===== src/verilog/timer_pkg.sv =====
// constants, register map and types for the dual timer/counter block
//
// Summary of operation
// mode 0 counts 13 bits: high byte plus low five bits of low byte.
// rollover of all valid count bits to zero sets the timer overflow flag.
// timer 0 counts while run bit set and gating off or gate pin high.
// timer 1 counts while its run bit set and gating off or gate pin high.
// mode 1 is mode 0 with all sixteen bits cascaded.
// mode 2 low byte counts, overflow sets flag and reloads from high byte.
// timer 0 mode 3 low byte is an 8-bit counter using timer 0 controls.
// timer 0 mode 3 high byte times clocks, runs on timer 1 run bit, flag.
// timer 1 in mode 3 holds its count as if its run bit were clear.
// timer 1 keeps working in other modes while timer 0 is in mode 3.
// overflow flag clears automatically when its interrupt routine is entered.
// timer 0 vector 0x0B priority 2, timer 1 vector 0x1B priority 4.
// software writes set or clear interrupt flags like hardware does.
// enable register at 0xA8: global bit 7, timer 0 bit 1, timer 1 bit 3.
// priority register at 0xB8: timer 0 bit 1, timer 1 bit 3.
// timer mode counts every 12 clocks; counter mode on falling pin edge.
// mode register: gate, counter select, two mode bits; timer 1 upper nibble.
// control register at 0x88: bits 7..4 are flag1, run1, flag0, run0.
// interrupt request only while flag, its enable and global enable are set.
package timer_pkg;

  // ----------------------------------------------------------------
  // register offsets
  // ----------------------------------------------------------------
  localparam logic [7:0] CTRL_ADDR = 8'h88;
  localparam logic [7:0] LOW0_ADDR = 8'h8A;
  localparam logic [7:0] LOW1_ADDR = 8'h8B;
  localparam logic [7:0] HIGH0_ADDR = 8'h8C;
  localparam logic [7:0] HIGH1_ADDR = 8'h8D;
  localparam logic [7:0] MODE_ADDR = 8'h89;
  localparam logic [7:0] IEN_ADDR = 8'hA8;
  localparam logic [7:0] IPRI_ADDR = 8'hB8;

  // ----------------------------------------------------------------
  // field positions
  // ----------------------------------------------------------------
  localparam int CTRL_OVF1 = 7;
  localparam int CTRL_RUN1 = 6;
  localparam int CTRL_OVF0 = 5;
  localparam int CTRL_RUN0 = 4;
  localparam int IEN_GLOBAL = 7;
  localparam int IEN_T1 = 3;
  localparam int IEN_T0 = 1;
  localparam int IPRI_T1 = 3;
  localparam int IPRI_T0 = 1;
  localparam int MODE_GATE = 3;
  localparam int MODE_CNT = 2;
  localparam int NIB1_LSB = 4;

  // ----------------------------------------------------------------
  // reset values and timing
  // ----------------------------------------------------------------
  localparam logic [7:0] REG_RESET = 8'h00;
  localparam logic [7:0] IPRI_MASK = 8'h3F;
  localparam logic [4:0] PRESCALE_ALL = 5'h1F;
  localparam int TICK_CLOCKS = 12;
  localparam logic [3:0] TICK_LAST = 4'(TICK_CLOCKS - 1);

  // ----------------------------------------------------------------
  // interrupt vectors and natural priorities
  // ----------------------------------------------------------------
  localparam logic [7:0] VEC_T0 = 8'h0B;
  localparam logic [7:0] VEC_T1 = 8'h1B;
  localparam logic [2:0] NATPRI_T0 = 3'h2;
  localparam logic [2:0] NATPRI_T1 = 3'h4;

  typedef enum logic [1:0] {
    MODE_13BIT,
    MODE_16BIT,
    MODE_RELOAD,
    MODE_SPLIT
  } tmode_t;

endpackage


===== src/verilog/dual_timer.sv =====
// dual 8-bit-pair timer/counter with overflow flags and interrupt gating
//
// Added by the designer: the strobed register port.
`timescale 1ns/1ps
`default_nettype none

module dual_timer (
  // clock and reset
  input wire logic sys_clk,
  input wire logic rst,
  // register port
  input wire logic [7:0] regAddr,
  input wire logic [7:0] regWdata,
  input wire logic regWr,
  input wire logic regRd,
  output logic [7:0] regRdata,
  // external pins
  input wire logic timer0CountPin,
  input wire logic timer1CountPin,
  input wire logic timer0GatePin,
  input wire logic timer1GatePin,
  // processor interrupt side
  input wire logic timer0IntAck,
  input wire logic timer1IntAck,
  output logic timer0IntReq,
  output logic timer1IntReq,
  output logic timer0PriorityBit,
  output logic timer1PriorityBit,
  output logic [7:0] timer0Vector,
  output logic [7:0] timer1Vector,
  output logic [2:0] timer0NatPri,
  output logic [2:0] timer1NatPri,
  output logic irq,
  // overflow pulse for a baud-rate user
  output logic timer1OverflowPulse
);

  // ----------------------------------------------------------------
  // pin synchronisers
  // ----------------------------------------------------------------
  // three stages per pin; a change counts once stages 2 and 3 agree
  logic [3:0] pinS1_r, pinS2_r, pinS3_r;
  logic [3:0] pinStable_r;
  logic [3:0] pinS1_nxt, pinS2_nxt, pinS3_nxt, pinStable_nxt;

  always_comb begin
    pinS1_nxt = {timer1GatePin, timer0GatePin, timer1CountPin, timer0CountPin};
    pinS2_nxt = pinS1_r;
    pinS3_nxt = pinS2_r;
    pinStable_nxt = pinStable_r;
    for (int i = 0; i < 4; i++) begin
      if (pinS2_r[i] == pinS3_r[i]) begin
        pinStable_nxt[i] = pinS3_r[i];
      end
    end
  end

  always_ff @(posedge sys_clk) begin
    if (rst) begin
      pinS1_r <= 4'h0;
      pinS2_r <= 4'h0;
      pinS3_r <= 4'h0;
      pinStable_r <= 4'h0;
    end else begin
      pinS1_r <= pinS1_nxt;
      pinS2_r <= pinS2_nxt;
      pinS3_r <= pinS3_nxt;
      pinStable_r <= pinStable_nxt;
    end
  end

  // ----------------------------------------------------------------
  // count sources
  // ----------------------------------------------------------------
  logic [3:0] prescale_r, prescale_nxt;
  logic [1:0] cntPinPrev_r, cntPinPrev_nxt;
  logic machineTick;
  logic [1:0] pinFall;

  always_comb begin
    prescale_nxt = (prescale_r == timer_pkg::TICK_LAST) ? 4'h0 : prescale_r + 4'h1;
    cntPinPrev_nxt = pinStable_r[1:0];
  end

  assign machineTick = (prescale_r == timer_pkg::TICK_LAST);
  assign pinFall = cntPinPrev_r & ~pinStable_r[1:0];

  always_ff @(posedge sys_clk) begin
    if (rst) begin
      prescale_r <= 4'h0;
      cntPinPrev_r <= 2'h0;
    end else begin
      prescale_r <= prescale_nxt;
      cntPinPrev_r <= cntPinPrev_nxt;
    end
  end

  // ----------------------------------------------------------------
  // registers and counters
  // ----------------------------------------------------------------
  logic [7:0] modeReg_r, modeReg_nxt;
  logic [7:0] ienReg_r, ienReg_nxt;
  logic [7:0] ipriReg_r, ipriReg_nxt;
  logic run0_r, run0_nxt, run1_r, run1_nxt;
  logic ovf0_r, ovf0_nxt, ovf1_r, ovf1_nxt;
  logic [7:0] low0_r, low0_nxt, high0_r, high0_nxt;
  logic [7:0] low1_r, low1_nxt, high1_r, high1_nxt;
  logic [7:0] rdata_r, rdata_nxt;
  logic t1Pulse_r, t1Pulse_nxt;

  // count step for one timer in modes 0..3; returns {overflow, high, low}
  function automatic logic [16:0] stepTimer(input timer_pkg::tmode_t m,
                                            input logic [7:0] lo,
                                            input logic [7:0] hi);
    logic [8:0] loSum;
    logic [8:0] hiSum;
    logic [16:0] res;
    loSum = 9'h000;
    hiSum = 9'h000;
    res = {1'b0, hi, lo};
    unique case (m)
      timer_pkg::MODE_13BIT: begin
        // upper three low-byte bits are left alone
        loSum = {4'h0, lo[4:0]} + 9'h001;
        if (lo[4:0] == timer_pkg::PRESCALE_ALL) begin
          hiSum = {1'b0, hi} + 9'h001;
        end else begin
          hiSum = {1'b0, hi};
        end
        res = {hiSum[8], hiSum[7:0], lo[7:5], loSum[4:0]};
      end
      timer_pkg::MODE_16BIT: begin
        res = 17'({1'b0, hi, lo} + 17'h00001);
      end
      timer_pkg::MODE_RELOAD: begin
        loSum = {1'b0, lo} + 9'h001;
        if (loSum[8]) begin
          res = {1'b1, hi, hi};
        end else begin
          res = {1'b0, hi, loSum[7:0]};
        end
      end
      timer_pkg::MODE_SPLIT: begin
        // low byte only; high byte handled by caller
        loSum = {1'b0, lo} + 9'h001;
        res = {loSum[8], hi, loSum[7:0]};
      end
    endcase
    return res;
  endfunction

  timer_pkg::tmode_t mode0, mode1;
  logic enable0, enable1, count0, count1, countHigh0;
  logic [16:0] step0, step1;
  logic [8:0] high0Sum;
  logic hitOvf0, hitOvf1;

  always_comb begin
    mode0 = timer_pkg::tmode_t'(modeReg_r[1:0]);
    mode1 = timer_pkg::tmode_t'(modeReg_r[timer_pkg::NIB1_LSB +: 2]);
    enable0 = run0_r && (!modeReg_r[timer_pkg::MODE_GATE] || pinStable_r[2]);
    enable1 = run1_r
      && (!modeReg_r[timer_pkg::NIB1_LSB + timer_pkg::MODE_GATE] || pinStable_r[3]);
    count0 = enable0
      && (modeReg_r[timer_pkg::MODE_CNT] ? pinFall[0] : machineTick);
    count1 = enable1 && (mode1 != timer_pkg::MODE_SPLIT)
      && (modeReg_r[timer_pkg::NIB1_LSB + timer_pkg::MODE_CNT] ? pinFall[1] : machineTick);
    // split high byte: internal clock only, run bit of timer 1, no gating
    countHigh0 = (mode0 == timer_pkg::MODE_SPLIT) && run1_r && machineTick;
    step0 = stepTimer(mode0, low0_r, high0_r);
    step1 = stepTimer(mode1, low1_r, high1_r);
    high0Sum = {1'b0, high0_r} + 9'h001;
    hitOvf0 = count0 && step0[16];
    // timer 1 still runs in other modes while timer 0 is split
    hitOvf1 = (count1 && step1[16]) || (countHigh0 && high0Sum[8]);
  end

  // ----------------------------------------------------------------
  // register update
  // ----------------------------------------------------------------
  always_comb begin
    modeReg_nxt = modeReg_r;
    ienReg_nxt = ienReg_r;
    ipriReg_nxt = ipriReg_r;
    run0_nxt = run0_r;
    run1_nxt = run1_r;
    ovf0_nxt = ovf0_r;
    ovf1_nxt = ovf1_r;
    low0_nxt = low0_r;
    high0_nxt = high0_r;
    low1_nxt = low1_r;
    high1_nxt = high1_r;
    rdata_nxt = timer_pkg::REG_RESET;
    t1Pulse_nxt = hitOvf1;

    // counters advance
    if (count0) begin
      low0_nxt = step0[7:0];
      if (mode0 != timer_pkg::MODE_SPLIT) begin
        high0_nxt = step0[15:8];
      end
    end
    if (countHigh0) begin
      high0_nxt = high0Sum[7:0];
    end
    if (count1) begin
      low1_nxt = step1[7:0];
      high1_nxt = step1[15:8];
    end

    // software writes; a counter write overrides a count in the same cycle
    if (regWr) begin
      unique case (regAddr)
        timer_pkg::CTRL_ADDR: begin
          ovf1_nxt = regWdata[timer_pkg::CTRL_OVF1];
          run1_nxt = regWdata[timer_pkg::CTRL_RUN1];
          ovf0_nxt = regWdata[timer_pkg::CTRL_OVF0];
          run0_nxt = regWdata[timer_pkg::CTRL_RUN0];
        end
        timer_pkg::MODE_ADDR: modeReg_nxt = regWdata;
        timer_pkg::LOW0_ADDR: low0_nxt = regWdata;
        timer_pkg::HIGH0_ADDR: high0_nxt = regWdata;
        timer_pkg::LOW1_ADDR: low1_nxt = regWdata;
        timer_pkg::HIGH1_ADDR: high1_nxt = regWdata;
        timer_pkg::IEN_ADDR: ienReg_nxt = regWdata;
        timer_pkg::IPRI_ADDR: ipriReg_nxt = regWdata & timer_pkg::IPRI_MASK;
        default: ;
      endcase
    end

    // vector entry clears the flag, but a fresh overflow wins
    if (timer0IntAck) begin
      ovf0_nxt = 1'b0;
    end
    if (timer1IntAck) begin
      ovf1_nxt = 1'b0;
    end
    if (hitOvf0) begin
      ovf0_nxt = 1'b1;
    end
    if (hitOvf1) begin
      ovf1_nxt = 1'b1;
    end

    if (regRd) begin
      unique case (regAddr)
        timer_pkg::CTRL_ADDR: begin
          rdata_nxt = {ovf1_r, run1_r, ovf0_r, run0_r, 4'h0};
        end
        timer_pkg::MODE_ADDR: rdata_nxt = modeReg_r;
        timer_pkg::LOW0_ADDR: rdata_nxt = low0_r;
        timer_pkg::HIGH0_ADDR: rdata_nxt = high0_r;
        timer_pkg::LOW1_ADDR: rdata_nxt = low1_r;
        timer_pkg::HIGH1_ADDR: rdata_nxt = high1_r;
        timer_pkg::IEN_ADDR: rdata_nxt = ienReg_r;
        timer_pkg::IPRI_ADDR: rdata_nxt = ipriReg_r;
        default: rdata_nxt = timer_pkg::REG_RESET;
      endcase
    end
  end

  always_ff @(posedge sys_clk) begin
    if (rst) begin
      modeReg_r <= timer_pkg::REG_RESET;
      ienReg_r <= timer_pkg::REG_RESET;
      ipriReg_r <= timer_pkg::REG_RESET;
      run0_r <= 1'b0;
      run1_r <= 1'b0;
      ovf0_r <= 1'b0;
      ovf1_r <= 1'b0;
      low0_r <= timer_pkg::REG_RESET;
      high0_r <= timer_pkg::REG_RESET;
      low1_r <= timer_pkg::REG_RESET;
      high1_r <= timer_pkg::REG_RESET;
      rdata_r <= timer_pkg::REG_RESET;
      t1Pulse_r <= 1'b0;
    end else begin
      modeReg_r <= modeReg_nxt;
      ienReg_r <= ienReg_nxt;
      ipriReg_r <= ipriReg_nxt;
      run0_r <= run0_nxt;
      run1_r <= run1_nxt;
      ovf0_r <= ovf0_nxt;
      ovf1_r <= ovf1_nxt;
      low0_r <= low0_nxt;
      high0_r <= high0_nxt;
      low1_r <= low1_nxt;
      high1_r <= high1_nxt;
      rdata_r <= rdata_nxt;
      t1Pulse_r <= t1Pulse_nxt;
    end
  end

  // ----------------------------------------------------------------
  // interrupt outputs
  // ----------------------------------------------------------------
  assign regRdata = rdata_r;
  assign timer0IntReq = ovf0_r && ienReg_r[timer_pkg::IEN_T0]
    && ienReg_r[timer_pkg::IEN_GLOBAL];
  assign timer1IntReq = ovf1_r && ienReg_r[timer_pkg::IEN_T1]
    && ienReg_r[timer_pkg::IEN_GLOBAL];
  assign irq = timer0IntReq || timer1IntReq;
  assign timer0PriorityBit = ipriReg_r[timer_pkg::IPRI_T0];
  assign timer1PriorityBit = ipriReg_r[timer_pkg::IPRI_T1];
  assign timer0Vector = timer_pkg::VEC_T0;
  assign timer1Vector = timer_pkg::VEC_T1;
  assign timer0NatPri = timer_pkg::NATPRI_T0;
  assign timer1NatPri = timer_pkg::NATPRI_T1;
  assign timer1OverflowPulse = t1Pulse_r;

endmodule // dual_timer

`default_nettype wire


===== config.mk =====
export PLATFORM = sky130hd
export DESIGN_NAME = dual_timer
export DESIGN_NICKNAME = d
export VERILOG_FILES = /design/src/verilog/timer_pkg.sv /design/src/verilog/dual_timer.sv
export SDC_FILE = /design/constraint.sdc
export NUM_CORES = 1
export LEC_CHECK = 0
export ABC_AREA = 1
export ABC_CLOCK_PERIOD_IN_PS = 2300
export BUFFER_PORTS_ARGS = -buffer_cell sky130_fd_sc_hd__buf_2
export CORE_UTILIZATION = 59
export CTS_CLUSTER_DIAMETER = 40
export DETAILED_ROUTE_END_ITERATION = 8
export GPL_TIMING_DRIVEN = 0
export PLACE_DENSITY = 0.8
export REMOVE_ABC_BUFFERS = 1
export SLEW_MARGIN = 20
export SYNTH_ARGS = -nofsm -noshare
export SYNTH_HDL_FRONTEND = slang
export SYNTH_SLANG_ARGS = --single-unit
export TNS_END_PERCENT = 50

===== constraint.sdc =====
create_clock -name sys_clk -period 2.3 [get_ports sys_clk]
set_input_delay 0.23 -clock sys_clk [delete_from_list [all_inputs] [get_ports sys_clk]]
set_output_delay 0.23 -clock sys_clk [all_outputs]
set_load 0.02 [all_outputs]

==> impl_summary.log <==
INFO  metric status = finished with violations
INFO  metric failed_checks = DRC
INFO  metric synth_warnings = 0
INFO  metric final_max_slew_viol_count = 0
INFO  metric hold_violations = 0
INFO  metric drv.max_cap_violation_count = 0
INFO  metric synth_seq_area_share = 32.7%
INFO  metric layout_worst_path_cycle_share = 89.8%
INFO  metric postSynth.topFlopCell = dfxtp_1
INFO  metric r2r.worst_path.cells = 13
INFO  metric viasPerCell = 5.80
INFO  metric post_synth.cell_area_avg = 6.75 µm²
INFO  metric cts-htree-levels = 3
INFO  metric finalSetupViolCount = 0
INFO  metric final_period_minus_worst_setup_slack = 2.07 ns
INFO  metric clk_pin_slew_worst_paths = 0.09 ns
INFO  metric beginning_of_the_worst_register_to_register_path = low1_r[1]$_SDFF_PP0_
INFO  metric grt_pass1_vias = 4939
INFO  metric synth-async-reset-ratio = 0%
INFO  metric die_height = 98.1 µm
INFO  metric drt_drc_violations_left = 5
INFO  metric dpl.cell_count = 936
INFO  metric setup.worst_path.start = low1_r[1]$_SDFF_PP0_
INFO  metric critical_path_peak_fanout = 6
INFO  metric top_signal_layer_used = met4
INFO  metric cts_inserted_buffers = 9
INFO  metric die_x = 98.1 µm
INFO  metric multi_input_comb_area = 3060 µm²
INFO  metric place_congestion = 0.999
INFO  metric grt_max_degree = 49
INFO  metric worst_pin_slew = 0.764 ns
INFO  metric boundaryPins = 62
INFO  metric synthToLayoutAreaGrowth = 6.63%
INFO  metric start_util = 61.6%
INFO  metric worst_skew_pair.late_latency = 0.37 ns
INFO  metric timing.critical_path.from_type = flip-flop
INFO  metric detailroute.via_count = 5519
INFO  metric fin_worst_skew = 0.0146 ns
INFO  metric yosysTopAreaCellShare = 32.7%
INFO  metric synth.top_cells.by_count = nand2_1 (127), inv_1 (103), a21oi_1 (101), dfxtp_1 (89), nor2_1 (77)
INFO  metric fraction_of_final_layout_cells_sized_beyond_drive_strength_1 = 14.5%
INFO  metric synth_enable_flop_cells = 0
INFO  metric min_delay_path_depth = 3
INFO  metric fin_hold_ws = 0.0625 ns
INFO  metric cts_root_buf = clkbuf_8
INFO  metric yosys_register_bits = 89
INFO  metric slowest_cell_on_the_critical_path = dfxtp_1
INFO  metric finish.instance_area = 5820 µm²
INFO  metric crit_path_end_kind = flip-flop
INFO  metric dieArea = 9630 µm²
INFO  metric post_synth_main_area_contributors = dfxtp_1 (33%), a21oi_1 (9.3%), nand2_1 (8.7%)
INFO  metric cellPowerDensity = 503 nW/µm²
INFO  metric worstPathRequired = 2.57 ns
INFO  metric vdd.ir_drop.worst = 0.527 mV
INFO  metric source_of_the_worst_hold_timing_path = timer1CountPin
INFO  metric drt_wl_total = 15.5 mm
INFO  metric met1_wire_length = 6.56 mm
INFO  metric wl_met2 = 7.02 mm
INFO  metric timing.critical_path.arrival = 2.34 ns
INFO  metric gr_util_all_layers = 33.1%
INFO  metric grt_pass1_wl = 24.9 mm
INFO  metric syn-instance-count = 808
INFO  metric postCtsHoldBufs = 0
INFO  metric worst-setup-path-type = flip-flop to flip-flop
INFO  metric detail_route.wl_per_cell = 16.3 µm
INFO  metric ant_nets = 0
INFO  metric finish.cell_count_without_fillers = 952
INFO  metric static-leakage-power = 2.37 nW
INFO  metric placed_area = 5580 µm²
INFO  metric antenna_diodes = 0
INFO  metric fp-row-count = 34
INFO  metric post_synth_instance_area = 5450 µm²
INFO  metric synth_most_common_cell = nand2_1
INFO  metric antenna_violations_before_repair = 0
INFO  metric cts_setup_buffers = 0
INFO  metric maxSlewHeadroom = 48.9%
INFO  metric design.final.nets = 871
INFO  metric grt.overflow.total = 0
INFO  metric numClockSinks = 89
INFO  metric detailed_place_hpwl = 11.5 mm
INFO  metric total_power = 2.93 mW
INFO  metric grt_setup_unrepaired = false
INFO  metric hold_path_class = input pin to flip-flop
INFO  metric timing.critical_path.slowest_cell_delay = 0.42 ns
INFO  metric filler_cell_count = 835
INFO  metric tritoncts = done
INFO  metric max_freq = 484 MHz
INFO  metric first_iter_violations = 561
INFO  metric drtPass1Iterations = 9
INFO  metric wl_met3 = 1.61 mm
INFO  metric core_area = 8850 µm²
INFO  metric yosys.area.top_type = dfxtp_1
INFO  metric cts-root-to-sink-buffers = 2
INFO  metric synthDistinctLibCells = 40
INFO  metric total_of_buffers_placed_on_input_and_output_ports = 39
INFO  metric timing.critical_path.mode_cell = nand2_1
INFO  metric layout.area.seq = 1780 µm²
INFO  metric crit_path_cell_trace = ha_1 > nand2_2 > nor2_4 > ha_2 > inv_1 > nand2_1 > nand3_2 > nor2_4 > nand3_1 > nand2_1 > nand3_1 > nand2_1 > inv_1
## worst paths after layout
kind	to	slack, ns
setup / recovery	high1_r[7]$_SDFF_PP0_	0.23
hold / removal	pinS1_r[1]$_SDFF_PP0_	0.06
setup reg to reg	high1_r[7]$_SDFF_PP0_	0.23
hold reg to reg	pinS2_r[0]$_SDFF_PP0_	0.41
## cells by family (layout without fill, tap and decap cells)
group | Yosys count | count (layout) | share of synthesized area [%]
and+or+nand+nor | 332 | 332 | 29.5
AOI/OAI and AO/OA | 214 | 214 | 21.3
buffers and inverters | 153 | 169 | 13.0
DFF | 89 | 89 | 32.7
xor gates and xnor gates | 12 | 12 | 1.93
adders and majority gates | 6 | 6 | 1.38
other | 2 | 22 | 0.138
## per-stage QoR
| step | utilization, % | setup slack [ns] | TNS (ns) |
|---|---|---|---|
| CTS | 65.5 | 0.0285 | 0 |
| detailed placement | 63.1 | -0.0177 | -0.0177 |
| global route | 65.7 | 0.0506 | 0 |
| finish | 65.7 | 0.235 | 0 |
| global placement | 63.1 | -0.0656 | -0.197 |
| floorplan | - | 0.496 | 0 |
## critical path, delay by kind of cell, from the launching register on
family,cells,cell delay (ns)
and+or+nand+nor,9,0.96
DFF,1,0.42
buffers and inverters,2,0.10
adders and majority gates,2,0.49
## area by class of cell
| type | count | share of cell area (%) |
|---|---|---|
| multi-input combinational | 586 | 52.6 |
| sequential | 89 | 30.6 |
| inverter | 114 | 7.42 |
| timing repair buffer | 39 | 3.36 |
| clock buffer | 10 | 2.37 |
| tap | 108 | 2.32 |
| clock inverter | 6 | 1.29 |
## power by group
| group | leakage, nW | internal, mW | switching [mW] | total (mW) |
|---|---|---|---|---|
| Combinational | 1.54 | 0.0435 | 0.146 | 0.189 |
| Sequential | 0.719 | 1.55 | 0.00871 | 1.56 |
| Clock | 0.105 | 0.548 | 0.625 | 1.17 |
## flip-flops by register name, summed over array words and instances (netlist names)
signal,flops
cntPinPrev_r,2
high0_r,8
high1_r,8
ienReg_r,8
ipriReg_r,6
low0_r,8
low1_r,8
modeReg_r,8
ovf0_r,1
ovf1_r,1
pinS1_r,4
pinS2_r,4
pinS3_r,4
pinStable_r,4
prescale_r,4
regRdata,8
run0_r,1
run1_r,1
timer1OverflowPulse,1
## layer usage
layer	vias up	global-route usage (%)
met3	27	5.30
met1	2490	45.5
met4	0	10.8
li1	2701	-
met5	-	0
met2	301	53.1
## repair_timing
| action | CTS | global route |
|---|---|---|
| gates resized for setup | 0 | 6 |
| setup endpoints to repair | 0 | 11 |
| hold endpoints to repair | 0 | 0 |
## placed cells by master, fill, tap and decap left out, types with 2 or more instances in the layout
master / count
o2111ai_1: 3
a211oi_1: 2
nor2_2: 8
o21ai_1: 10
a31oi_1: 3
o211ai_1: 7
ha_1: 5
inv_1: 102
nor2_8: 2
inv_2: 10
nand2_2: 20
nor2_1: 75
nand3_2: 3
or2_2: 2
o221ai_1: 2
nand3_1: 57
clkinv_4: 2
nand2_1: 127
nor2_4: 13
o21ai_0: 63
xor2_1: 12
clkbuf_8: 10
dfxtp_1: 89
buf_2: 39
conb_1: 22
nor3_4: 2
nor3_1: 7
o22ai_1: 19
a21oi_1: 101
nand4_1: 14
Note: power is estimated with default switching activity, not from simulation.
